**config.mk**
```make
export PLATFORM = sky130hd
export DESIGN_NAME = dsap_top
export DESIGN_NICKNAME = d
export VERILOG_FILES = /design/src/rtl/dsap_pkg.sv /design/src/rtl/dsap_sync.sv /design/src/rtl/dsap_top.sv
export SDC_FILE = /design/constraint.sdc
export NUM_CORES = 1
export LEC_CHECK = 0
export BUFFER_PORTS_ARGS = -buffer_cell sky130_fd_sc_hd__buf_4
export CORE_ASPECT_RATIO = 2
export CORE_MARGIN = 3
export CORE_UTILIZATION = 30
export CTS_CLUSTER_DIAMETER = 50
export DETAILED_ROUTE_END_ITERATION = 6
export GPL_ROUTABILITY_DRIVEN = 0
export PLACE_DENSITY = 0.55
export SLEW_MARGIN = 15
export SYNTH_ARGS = -nofsm -noshare
export SYNTH_HDL_FRONTEND = slang
export SYNTH_HIERARCHICAL = 1
export SYNTH_SLANG_ARGS = --single-unit
```
**constraint.sdc**
```tcl
create_clock -name clk_i -period 3.3 [get_ports clk_i]
set_clock_uncertainty 0.05 [all_clocks]
set_input_delay 0.495 -clock clk_i [delete_from_list [all_inputs] [get_ports clk_i]]
set_output_delay 0.495 -clock clk_i [all_outputs]
set_load 0.05 [all_outputs]
```
**src/rtl/dsap_pkg.sv**
```systemverilog
// Constants for the slave access port of the DMA controller.
// Assumes one 20 MHz bus clock; all values are named here once.
package dsap_pkg;
  // Target decode of {target_decode_hi, target_decode_lo}
  localparam logic [1:0] TGT_ID  = 2'h0;
  localparam logic [1:0] TGT_INT = 2'h1;
  localparam logic [1:0] TGT_DCH = 2'h2;
  localparam logic [1:0] TGT_ECH = 2'h3;

  // Bus acknowledge codes, active low on the wire
  localparam logic [2:0] ACK_IDLE  = 3'h7;
  localparam logic [2:0] ACK_ERR   = 3'h6;
  localparam logic [2:0] ACK_BYTE  = 3'h5;
  localparam logic [2:0] ACK_RERUN = 3'h4;
  localparam logic [2:0] ACK_WORD  = 3'h3;
  localparam logic [2:0] ACK_HALF  = 3'h1;

  // Transfer size codes from the master
  localparam logic [2:0] SIZ_WORD = 3'h0;
  localparam logic [2:0] SIZ_BYTE = 3'h1;
  localparam logic [2:0] SIZ_HALF = 3'h2;

  // Peripheral strobe timing
  localparam int CLK_NS        = 50;
  localparam int STROBE_NS     = 100;
  localparam int STROBE_CYC    = (STROBE_NS + CLK_NS - 1) / CLK_NS;
  localparam int SLOW_EXTRA    = 2;
  localparam logic [3:0] STROBE_CNT = 4'(STROBE_CYC);
  localparam logic [3:0] SLOW_CNT   = 4'(STROBE_CYC + SLOW_EXTRA);

  // Reset values
  localparam logic [31:0] REG_RST = 32'h0000_0000;
  localparam logic [2:0]  SIZ_W   = 3'h3;

  typedef enum logic [2:0] {
    ST_IDLE   = 3'h0,
    ST_DECODE = 3'h1,
    ST_STROBE = 3'h3,
    ST_ACK    = 3'h2,
    ST_WAIT   = 3'h6,
    ST_DRAIN  = 3'h4
  } dsap_state_type;
endpackage : dsap_pkg

```
**src/rtl/dsap_sync.sv**
```systemverilog
// Two-stage synchroniser for a bundle of pin inputs.
// Assumes inputs are asynchronous to clk_i; only stage two is read.
`timescale 1ns/10ps
module dsap_sync #(
  parameter int WIDTH = 1
) (
  input  wire logic             clk_i,
  input  wire logic             rst_n_i,
  input  wire logic [WIDTH-1:0] rst_val_i,
  input  wire logic [WIDTH-1:0] d_i,
  output logic      [WIDTH-1:0] q_o
);
  logic [WIDTH-1:0] meta_ff;

  // Reset value is a tie-off constant from the parent
  always_ff @(posedge clk_i) begin
    if (!rst_n_i) begin
      meta_ff <= rst_val_i;
      q_o     <= rst_val_i;
    end else begin
      meta_ff <= d_i;
      q_o     <= meta_ff;
    end
  end
endmodule : dsap_sync

```
**src/rtl/dsap_top.sv**
```systemverilog
// Slave access port: decodes bus slave cycles into ID, internal
// registers, D channel byte registers and E channel halfword registers.
// Assumes the DMA engines sit outside and report pack/unpack use.
//
// Overview of operation
// - Two high address bits pick one target
// - ID access returns the 32-bit ID value
// - With PROM, ID reads one byte over D bus
// - Internal access moves full word, PA[3:2] picks
// - PA[3:1] selects register within group
// - D channel registers: byte size, unbuffered
// - D channel: chip select plus read/write strobe
// - E channel registers: halfword size, unbuffered
// - E channel: chip select plus read control
// - Drain unpack register until empty
// - Acknowledge code matches target port width (byte D/PROM, half E, word ID/internal)
// - Rerun while a channel uses pack/unpack
// - Bus request low; master only after grant
// - Open-drain interrupt on completion or error
// - Read/write line: high read, low write
// - Reset initialises all internal state
// - D read strobe: register read, PROM read or DMA ack
// - D write strobe: register write or DMA ack
// - Pulled-high select pin means PROM present
// - Slow input adds two clocks to D cycles
`timescale 1ns/10ps
module dsap_top
  import dsap_pkg::*;
#(
  parameter logic [31:0] ID_VALUE = 32'h1234_5678  // Arbitrary value
) (
  input  wire logic        clk_i,
  input  wire logic        rst_n_i,
  input  wire logic        sel_n_i,
  input  wire logic        as_n_i,
  input  wire logic [3:1]  pa_i,
  input  wire logic        target_decode_hi_i,
  input  wire logic        target_decode_lo_i,
  input  wire logic        rd_i,
  input  wire logic [2:0]  siz_i,
  input  wire logic [31:0] d_i,
  output logic      [31:0] d_o,
  output logic             d_oe_o,
  output logic      [2:0]  ack_n_o,
  output logic             ack_oe_o,
  output logic             br_n_o,
  output logic             br_oe_o,
  input  wire logic        bg_n_i,
  output logic             bus_granted_o,
  output logic             intreq_n_o,
  output logic             intreq_oe_o,
  input  wire logic        lerr_n_i,
  output logic             late_err_o,
  output logic      [1:0]  late_err_tgt_o,
  input  wire logic [7:0]  dd_i,
  output logic      [7:0]  dd_o,
  output logic             dd_oe_o,
  output logic      [3:1]  dch_addr_o,
  output logic             d_cs_n_o,
  output logic             d_rd_n_o,
  output logic             d_wr_n_o,
  input  wire logic        d_irq_n_i,
  output logic             d_irq_o,
  input  wire logic        d_req_i,
  output logic             d_req_o,
  input  wire logic        slow_n_i,
  input  wire logic        prom_select_i,
  output logic             prom_select_o,
  output logic             prom_select_oe_o,
  output logic             prom_present_o,
  input  wire logic [15:0] e_ad_i,
  output logic      [15:0] e_ad_o,
  output logic             e_ad_oe_o,
  output logic             e_cs_n_o,
  output logic             e_read_o,
  input  wire logic        pack_busy_d_i,
  input  wire logic        pack_busy_e_i,
  input  wire logic        unpack_valid_i,
  output logic             unpack_pop_o,
  input  wire logic        bus_want_i,
  input  wire logic        dma_dack_i,
  input  wire logic        dma_mem_write_i,
  input  wire logic        xfer_done_i,
  input  wire logic        xfer_err_i,
  output logic      [127:0] regs_o
);
  import dsap_pkg::*;

  //////////////////////////////////////////////////////////////////////
  // Pin synchronisation
  localparam int SW = 73;
  localparam logic [SW-1:0] SYNC_RST = {2'h3, 5'h00, 1'h1, SIZ_W,
                                        32'h0, 1'h1, 1'h1, 1'h1, 1'h0,
                                        8'h00, 16'h0000, 1'h1, 1'h0};
  logic [SW-1:0] sync_q;
  logic          sel_s, as_s, rd_s, bg_s, lerr_s, dirq_s, dreq_s;
  logic          slow_s, prom_s;
  logic [3:1]    pa_s;
  logic [1:0]    tgt_s;
  logic [2:0]    siz_s;
  logic [31:0]   dat_s;
  logic [7:0]    dd_s;
  logic [15:0]   ead_s;

  dsap_sync #(.WIDTH(SW)) u_sync (
    .clk_i     (clk_i),
    .rst_n_i   (rst_n_i),
    .rst_val_i (SYNC_RST),
    .d_i       ({sel_n_i, as_n_i, pa_i, target_decode_hi_i,
                 target_decode_lo_i, rd_i, siz_i, d_i, bg_n_i, lerr_n_i,
                 d_irq_n_i, d_req_i, dd_i, e_ad_i, slow_n_i,
                 prom_select_i}),
    .q_o       (sync_q)
  );

  assign {sel_s, as_s, pa_s, tgt_s, rd_s, siz_s, dat_s, bg_s, lerr_s,
          dirq_s, dreq_s, dd_s, ead_s, slow_s, prom_s} = sync_q;

  //////////////////////////////////////////////////////////////////////
  // Decode
  dsap_state_type state_ff, nxt_state;
  logic [1:0]  tgt_ff;
  logic        rd_ff;
  logic [3:1]  pa_ff;
  logic [3:0]  cnt_ff;
  logic [1:0]  strap_cnt_ff;
  logic        lerr_d_ff;
  logic [31:0] reg_ff [4];

  wire access_w   = !sel_s && !as_s;
  wire busy_w     = pack_busy_d_i || pack_busy_e_i;
  wire is_read_w  = rd_s;
  wire size_ok_w  = (tgt_s == TGT_DCH) ? (siz_s == SIZ_BYTE) :
                    (tgt_s == TGT_ECH) ? (siz_s == SIZ_HALF) :
                    1'b1;
  wire use_prom_w = (tgt_s == TGT_ID) && prom_present_o;
  wire d_side_w   = (tgt_ff == TGT_DCH) || (tgt_ff == TGT_ID);
  wire [3:0] slen_w = (d_side_w && !slow_s) ? SLOW_CNT
                                            : STROBE_CNT;
  wire strobe_end_w = (state_ff == ST_STROBE) && (cnt_ff == 4'h1);
  wire [1:0] widx_w = pa_s[3:2];
  wire lerr_fall_w  = lerr_d_ff && !lerr_s;

  // Ack code for the access as decoded
  wire [2:0] ack_code_w =
    busy_w                 ? ACK_RERUN :
    !size_ok_w             ? ACK_ERR   :
    (tgt_s == TGT_DCH)     ? ACK_BYTE  :
    (tgt_s == TGT_ECH)     ? ACK_HALF  :
    use_prom_w             ? ACK_BYTE  :
                             ACK_WORD;

  //////////////////////////////////////////////////////////////////////
  // State machine
  always_comb begin
    nxt_state = state_ff;
    case (state_ff)
      ST_IDLE: begin
        if (access_w && busy_w)
          nxt_state = ST_ACK;
        else if (access_w && unpack_valid_i)
          nxt_state = ST_DRAIN;
        else if (access_w)
          nxt_state = ST_DECODE;
      end
      ST_DRAIN: begin
        if (!unpack_valid_i)
          nxt_state = ST_DECODE;
      end
      ST_DECODE: begin
        if (size_ok_w && ((tgt_s == TGT_DCH) || (tgt_s == TGT_ECH) ||
            use_prom_w))
          nxt_state = ST_STROBE;
        else
          nxt_state = ST_ACK;
      end
      ST_STROBE: begin
        if (cnt_ff == 4'h1)
          nxt_state = ST_ACK;
      end
      ST_ACK: nxt_state = ST_WAIT;
      ST_WAIT: begin
        if (sel_s)
          nxt_state = ST_IDLE;
      end
      default: nxt_state = ST_IDLE;
    endcase
  end

  // Error/size ack is latched in the decode step; rerun ack goes out straight from idle
  logic [2:0] ack_pend_ff;

  always_ff @(posedge clk_i) begin
    if (!rst_n_i) begin
      state_ff    <= ST_IDLE;
      tgt_ff      <= TGT_ID;
      rd_ff       <= 1'b1;
      pa_ff       <= 3'h0;
      cnt_ff      <= 4'h0;
      ack_pend_ff <= ACK_IDLE;
    end else begin
      state_ff <= nxt_state;
      if ((state_ff == ST_IDLE && access_w) || state_ff == ST_DECODE)
        ack_pend_ff <= ack_code_w;
      if (state_ff == ST_IDLE && access_w) begin
        tgt_ff <= tgt_s;
        rd_ff  <= is_read_w;
        pa_ff  <= pa_s;
      end
      if (state_ff == ST_DECODE)
        cnt_ff <= slen_w + 4'h1;
      else if (cnt_ff != 4'h0)
        cnt_ff <= cnt_ff - 4'h1;
    end
  end

  //////////////////////////////////////////////////////////////////////
  // Internal registers and bus data
  wire dec_w   = (state_ff == ST_DECODE) && size_ok_w && !busy_w;
  wire [2:0] ack_sel_w = (state_ff == ST_IDLE) ? ack_code_w : ack_pend_ff;
  wire reg_w   = dec_w && (tgt_s == TGT_INT);
  wire [31:0] rd_word_w = (tgt_s == TGT_ID) ? ID_VALUE
                                            : reg_ff[widx_w];
  wire [31:0] strobe_rd_w = (tgt_ff == TGT_ECH) ? {ead_s, ead_s}
                                                : {4{dd_s}};

  for (genvar gi = 0; gi < 4; gi++) begin : g_reg
    always_ff @(posedge clk_i) begin
      if (!rst_n_i)
        reg_ff[gi] <= REG_RST;
      else if (reg_w && !rd_s && widx_w == 2'(gi))
        reg_ff[gi] <= dat_s;
    end
    assign regs_o[gi*32 +: 32] = reg_ff[gi];
  end

  always_ff @(posedge clk_i) begin
    if (!rst_n_i) begin
      d_o      <= 32'h0;
      d_oe_o   <= 1'b0;
      ack_n_o  <= ACK_IDLE;
      ack_oe_o <= 1'b0;
    end else begin
      if (dec_w && rd_s && !use_prom_w && (tgt_s == TGT_ID ||
          tgt_s == TGT_INT))
        d_o <= rd_word_w;
      else if (strobe_end_w && rd_ff)
        d_o <= strobe_rd_w;
      d_oe_o   <= (nxt_state == ST_ACK) && rd_ff
                  && ack_sel_w != ACK_RERUN;
      ack_n_o  <= (nxt_state == ST_ACK) ? ack_sel_w : ACK_IDLE;
      ack_oe_o <= (nxt_state == ST_ACK);
    end
  end

  //////////////////////////////////////////////////////////////////////
  // Peripheral strobes
  // Strobe drops one count early so read data clears the synchroniser
  wire in_strobe_w = (nxt_state == ST_STROBE) &&
                     (state_ff == ST_DECODE || cnt_ff > 4'h2);
  wire dcyc_w  = in_strobe_w && (tgt_ff == TGT_DCH);
  wire pcyc_w  = in_strobe_w && (tgt_ff == TGT_ID);
  wire ecyc_w  = in_strobe_w && (tgt_ff == TGT_ECH);
  wire dma_rd_w = dma_dack_i && dma_mem_write_i;
  wire dma_wr_w = dma_dack_i && !dma_mem_write_i;

  always_ff @(posedge clk_i) begin
    if (!rst_n_i) begin
      dd_o             <= 8'h00;
      dd_oe_o          <= 1'b0;
      dch_addr_o       <= 3'h0;
      d_cs_n_o         <= 1'b1;
      d_rd_n_o         <= 1'b1;
      d_wr_n_o         <= 1'b1;
      e_ad_o           <= 16'h0000;
      e_ad_oe_o        <= 1'b0;
      e_cs_n_o         <= 1'b1;
      e_read_o         <= 1'b0;
      prom_select_o    <= 1'b0;
      prom_select_oe_o <= 1'b0;
      unpack_pop_o     <= 1'b0;
    end else begin
      dd_o       <= dat_s[31:24];
      dd_oe_o    <= dcyc_w && !rd_ff;
      dch_addr_o <= pa_ff;
      d_cs_n_o   <= !dcyc_w;
      d_rd_n_o   <= !((dcyc_w && rd_ff) || pcyc_w || dma_rd_w);
      d_wr_n_o   <= !((dcyc_w && !rd_ff) || dma_wr_w);
      e_ad_o     <= dat_s[31:16];
      e_ad_oe_o  <= ecyc_w && !rd_ff;
      e_cs_n_o   <= !ecyc_w;
      e_read_o   <= ecyc_w && rd_ff;
      prom_select_o    <= 1'b0;
      prom_select_oe_o <= pcyc_w;
      unpack_pop_o <= (nxt_state == ST_DRAIN) && unpack_valid_i;
    end
  end

  //////////////////////////////////////////////////////////////////////
  // Bus request, interrupt, late error, strap
  always_ff @(posedge clk_i) begin
    if (!rst_n_i) begin
      br_n_o         <= 1'b1;
      br_oe_o        <= 1'b0;
      bus_granted_o  <= 1'b0;
      intreq_n_o     <= 1'b0;
      intreq_oe_o    <= 1'b0;
      late_err_o     <= 1'b0;
      late_err_tgt_o <= TGT_ID;
      lerr_d_ff      <= 1'b1;
      d_irq_o        <= 1'b0;
      d_req_o        <= 1'b0;
      strap_cnt_ff   <= 2'h0;
      prom_present_o <= 1'b0;
    end else begin
      br_n_o        <= !bus_want_i;
      br_oe_o       <= 1'b1;
      bus_granted_o <= bus_want_i && !bg_s;
      intreq_n_o    <= 1'b0;
      intreq_oe_o   <= xfer_done_i || xfer_err_i;
      lerr_d_ff     <= lerr_s;
      // Late error lands after the cycle; blame the last target
      late_err_o    <= lerr_fall_w;
      if (lerr_fall_w)
        late_err_tgt_o <= tgt_ff;
      d_irq_o <= !dirq_s;
      d_req_o <= dreq_s;
      // Strap caught once the synchroniser holds the pin, not its reset
      if (strap_cnt_ff != 2'h3)
        strap_cnt_ff <= strap_cnt_ff + 2'h1;
      if (strap_cnt_ff == 2'h2)
        prom_present_o <= prom_s;
    end
  end
endmodule : dsap_top

```
== Word level (Yosys, flattened, before mapping) ==
Memories as Yosys holds them, arrays and structs flattened. A register that Yosys moved wholly into a read port is not among the register bits.
Cells that the tools add are included.

* Register bits after elaboration: 248
* Bits in writable memories: 128
* Bits of input ports: 83
* Output and inout bits: 213
* Word-level logic and storage cells: 178
* Memories: 1

* $add $sub $neg: 3
* Magnitude comparators: 1
* Equality and inequality tests: 22
* Multiplexer cells: 42
* Bitwise gates (word level): 4
* Reductions and logical operators: 70

{| class="wikitable"
|+ Memory list
! memory !! words !! width !! rd ports !! clocked after memory_dff !! write ports !! RTL line !! source
|-
| reg_ff || 4 || 32 || 5 || 1 || 4 || dsap_top.sv:128 || <nowiki>logic [31:0] reg_ff [4];</nowiki>
|}

{| class="wikitable"
|+ Operator list
! kind !! count
|-
| 32-bit 2-to-1 mux || 8
|-
| 3-bit 2-to-1 mux || 13
|-
| 1-bit logical AND || 35
|-
| 3-bit case mux with 6 select lines || 1
|-
| 1-bit 2-to-1 mux || 17
|-
| 1-bit zero test || 16
|-
| 3-bit by 2-bit equality test with 1-bit output, second input constant || 5
|-
| 2-bit equality test, second input constant || 7
|-
| 1-bit logical OR || 11
|-
| 3-bit equality test, second input constant || 3
|-
| 4-bit 2-to-1 mux || 2
|-
| 3-bit by 1-bit equality test with 1-bit output, second input constant || 2
|-
| 2-bit zero test || 3
|-
| 3-bit by 1-bit adder with 4-bit output, second input constant || 1
|-
| 2-bit by 1-bit equality test with 1-bit output, second input constant || 2
|-
| 4-bit by 1-bit equality test with 1-bit output, second input constant || 1
|-
| 4-bit by 2-bit > comparator with 1-bit output, second input constant || 1
|-
| 1-bit OR || 4
|-
| 2-bit nonzero test || 2
|-
| 4-bit nonzero test || 1
|-
| 4-bit by 1-bit subtractor with 4-bit output, second input constant || 1
|-
| 3-bit zero test || 1
|-
| 3-bit != test, second input constant || 1
|-
| 2-bit by 1-bit adder with 2-bit output, second input constant || 1
|-
| 3 further kinds || 3
|}

== Depth between registers and ports, before layout ==
* Depth in word-level cells: 13
* Gate-level depth with buffers: 8
* Mapped depth without buffers: 6

== By module ==
Netlist, hierarchy kept.

{| class="wikitable"
|+ Modules (own cells, without submodules)
! module !! instances !! cells each !! area each (sq um) !! sequential area each (sq um)
|-
| dsap_top || 1 || 757 || 9086.2 || 5725.5
|-
| dsap_sync || 1 || 308 || 4772.1 || 2922.8
|}

== Worst setup path after synthesis ==
No wires, ideal clock.

* Path type: input port to flip-flop
* Start: in pack_busy_e_i
* End: mem reg_ff[0][0] (enable)
* Library setup time: 0.389 ns
* Data arrival time: 2.372 ns
* Data required time: 2.861 ns
* Slack: 0.489 ns
* Stages: 6
* Path buffers: 2
* Cell sequence: nor2_1 -> and4b_1 -> or3b_1 -> buf_2 -> buf_6 -> nand2_1

{| class="wikitable"
|+ RTL lines
! element !! RTL line !! source
|-
| start: declaration || dsap_top.sv:77 || <nowiki>input wire logic pack_busy_e_i,</nowiki>
|-
| end: declaration || dsap_top.sv:128 ||
|}

== Worst setup path in the final report ==
* Start: reg state_ff[1]
* End: reg d_o[9]

* Word-level cells in the longest chain between the ends: 7
* Elaborated cells between the ends (all ways): 11
* Classes of those cells: eq/ne (2); mux (1); reduce/logical (8)

{| class="wikitable"
|+ Ends and longest elaborated chain
! element !! RTL line !! source
|-
| start: declaration || dsap_top.sv:121 || <nowiki>dsap_state_type state_ff, nxt_state;</nowiki>
|-
| start signal: assignment || dsap_top.sv:202 || <nowiki>state_ff <= nxt_state;</nowiki>
|-
| 3-bit by 1-bit equality test with 1-bit output || dsap_top.sv:219 || <nowiki>wire dec_w = (state_ff == ST_DECODE) && size_ok_w && !busy_w;</nowiki>
|-
| 1-bit logical AND (2 in series) || dsap_top.sv:219 ||
|-
| 1-bit logical AND (3 in series) || dsap_top.sv:244 || <nowiki>if (dec_w && rd_s && !use_prom_w && (tgt_s == TGT_ID ||</nowiki>
|-
| 32-bit 2-to-1 mux / 2-bit nonzero test (equally long branches) || n/a ||
|-
| end signal: assignment || dsap_top.sv:246 || <nowiki>d_o <= rd_word_w;</nowiki>
|-
| end signal: assignment || dsap_top.sv:248 || <nowiki>d_o <= strobe_rd_w;</nowiki>
|-
| end: declaration || dsap_top.sv:42 || <nowiki>output logic [31:0] d_o,</nowiki>
|}

Parallel ways exist; a longest one is shown, timed or not.
A chain may end at the register's enable or synchronous reset.

==> flow_summary.ini <==
[run_status]
status = complete, no violations

[setup_path]
cp.arrival_ns = 2.86
worst-r2r-cell-count = 5
r2r_start = state_ff[1]
path_max_fanout = 16
crit_type = register to register
startpoint_type = register
crit_path_start = state_ff[1]
crit_end = d_o[9]
r2r_slack_ns = 0.86
end_kind = register
worst_r2r_endpoint = d_o[9]
crit_required_ns = 3.72

[drt]
wl_per_cell_um = 20.4
firstDrtPassIters = 5
drc = 0
wl_mm = 42.6
ant_nets = 0
via_per_inst = 4.52
dr_total_vias = 9422
drt_iter0_drc = 516

[yosys]
synth_cell_types = 59
synth_top_cell_area_share_pct = 34.7
synthFlopType = dfxtp_1
synth_cells = 1065
yosysTopAreaCell = dfxtp_1
ys_seq_area_share_pct = 62.4
synth_area_per_cell_um2 = 13.0
synth_area_leaders = dfxtp_1, edfxtp_1, mux2_2
async_reset_ff_share_pct = 0
yosys_warnings = 6
syn_area_um2 = 13900
synth-edff-count = 128
ys_ff_latch = 368

[place]
io_buffers = 293
dpl.cell_count = 2016
hpwl_mm = 32.0
dp_slack_ns = 0.785

[global_route]
antenna_found_initial = 0
grt_pass1_wl_mm = 61.7
grt_start_max_net_pins = 70
grt-ovfl-total = 0
grt_pass1_vias = 9716
grt_usage_pct = 17.0

[clock_tree]
numClockSinks = 368
cts.htree.levels = 2
cts_made_buffers = 37
worstSkewPairLatency_ns = 0.53
cts_tree = done
path_clk_slew_ns = 0.07
post_cts_resized = 0
cts_buffer_depth = 3
ctsHoldBuffers = 0
root_buffer = clkbuf_16
cts_setup_buffers = 0

[timing]
worstMarginPinSlew_ns = 1.06
grt_setup_unrepaired = no
fin_crit_sh_pct = 74.1
setup_viol = 0
worst_slack_ns = 0.856
fmax_ghz = 0.409
slew_viol_final = 0
fin_setup_tns_ns = 0
slew_headroom_pct = 29.4
fin_crit_ns = 2.44
finalHoldViolCount = 0

[floorplanning]
start_util_pct = 30.6
die_y_um = 310
core_area_um2 = 45300
num_rows = 110
io_pins = 296
fp.dieW_um = 158
die_area_um2 = 49000

[pwr]
power_mw = 11.1
power_density_nw_per_um2 = 605
power_leakage_nw = 7.83
ir_worst_vdd_mv = 0.376

[min_path]
hp-class = input port to register

[cells_and_area]
syn_to_final_growth_pct = 32.2
diodes = 0
layout.cells.non_filler = 2084
final_nets = 1584
final_util_pct = 40.5
drive_gt1_share_pct = 37.7

[job]
drv_cap = 0
==> synthesized netlist by cell type, types with 4 or more instances <==
cell	number
buf_4	10
dfxtp_1	240
buf_6	12
nor2_2	6
buf_2	11
mux4_2	32
o21ai_0	7
nor2_1	153
clkbuf_1	28
nand3_1	11
ha_1	6
and3_1	6
nor3b_1	4
a221o_1	19
nor3_1	19
edfxtp_1	128
nand3b_1	4
clkbuf_8	10
a211o_1	13
o211ai_1	5
nand2_1	82
inv_1	24
mux2_2	146
a21oi_1	30
and2_1	6
==> critical path, stage by stage, from the launching register on <==
cell,delay (ns)
dfxtp_1,0.57
nand3b_1,0.22
or4b_1,0.87
a21oi_1,0.40
buf_4,0.18
a211o_1,0.08
==> cells in the final DEF (no fill, tap or decap), types with 5 or more instances in the layout <==
cell type / instances
o211ai_1: 5
clkbuf_16: 40
nand2_1: 78
dfxtp_1: 238
a221o_1: 19
ha_1: 6
o21ai_0: 7
clkbuf_8: 6
a21oi_1: 30
mux2_2: 146
nor3_1: 19
clkbuf_1: 5
mux4_2: 32
edfxtp_1: 128
buf_4: 314
clkinv_1: 6
conb_1: 148
inv_1: 24
and2_1: 6
nor2_1: 153
a211o_1: 13
and3_1: 6
nand3_1: 10
nor2_2: 6
==> per-layer routing <==
layer | wire length (um) | up-vias | track usage [%]
li1 | - | 4481 | -
met1 | 14900 | 4529 | 17.8
met2 | 22900 | 318 | 31.7
met3 | 2640 | 94 | 3.72
met4 | 2150 | 0 | 8.01
met5 | 0 | - | 0
==> through the flow <==
step | cell area, um^2 | hold slack [ns]
finish | 18300 | 0.0959
global placement | 17000 | 0.323
floorplan | 14400 | 0.318
global route | 18300 | 0.0853
detailed placement | 17000 | 0.330
CTS | 18300 | 0.0739
==> final cells by class <==
cell class              instances  area [um^2]
fillers                      4327        27000
inverters                      25         93.8
flip-flops and latches        368         8650
repair buffers                318         2430
clock buffers                  50         1090
multi-input cells             745         5160
well taps                     560          701
clock inverters                18          198
==> sequential cells by signal, summed over array words and instances (netlist names), 3 cells and up <==
signal          flops
e_ad_o              8
dch_addr_o          3
state_ff            3
u_sync/q_o         73
dd_o                8
reg_ff            128
cnt_ff              4
ack_n_o             3
pa_ff               3
ack_pend_ff         3
u_sync/meta_ff     73
d_o                32
==> how the worst min path moves through the flow <==
stage | depth (start not counted) | end | from
2_1_floorplan | 1 | bus_granted_o | u_sync/q_o[29]
3_3_place_gp | 1 | bus_granted_o | u_sync/q_o[29]
3_5_place_dp | 1 | bus_granted_o | u_sync/q_o[29]
4_1_cts | 2 | br_n_o | bus_want_i
5_1_grt | 2 | br_n_o | bus_want_i
6_report | 2 | br_n_o | bus_want_i
==> report_power, final <==
part	internal (mW)	total (mW)	switching, mW
combinational	0.577	1.48	0.906
clock	2.64	4.44	1.80
sequential	4.97	5.16	0.190
==> cells by family after synthesis <==
logic type      Yosys count  share of synthesized area [%]
flops                   368                           62.4
simple gates            321                           10.6
other cells               2                         0.0542
xor+xnor                  4                          0.253
fa+ha+maj                 6                          0.542
buf+inv                  98                           4.40
mux                     180                           17.2
compound gates           86                           4.55
(Power assumes the default switching activity.)
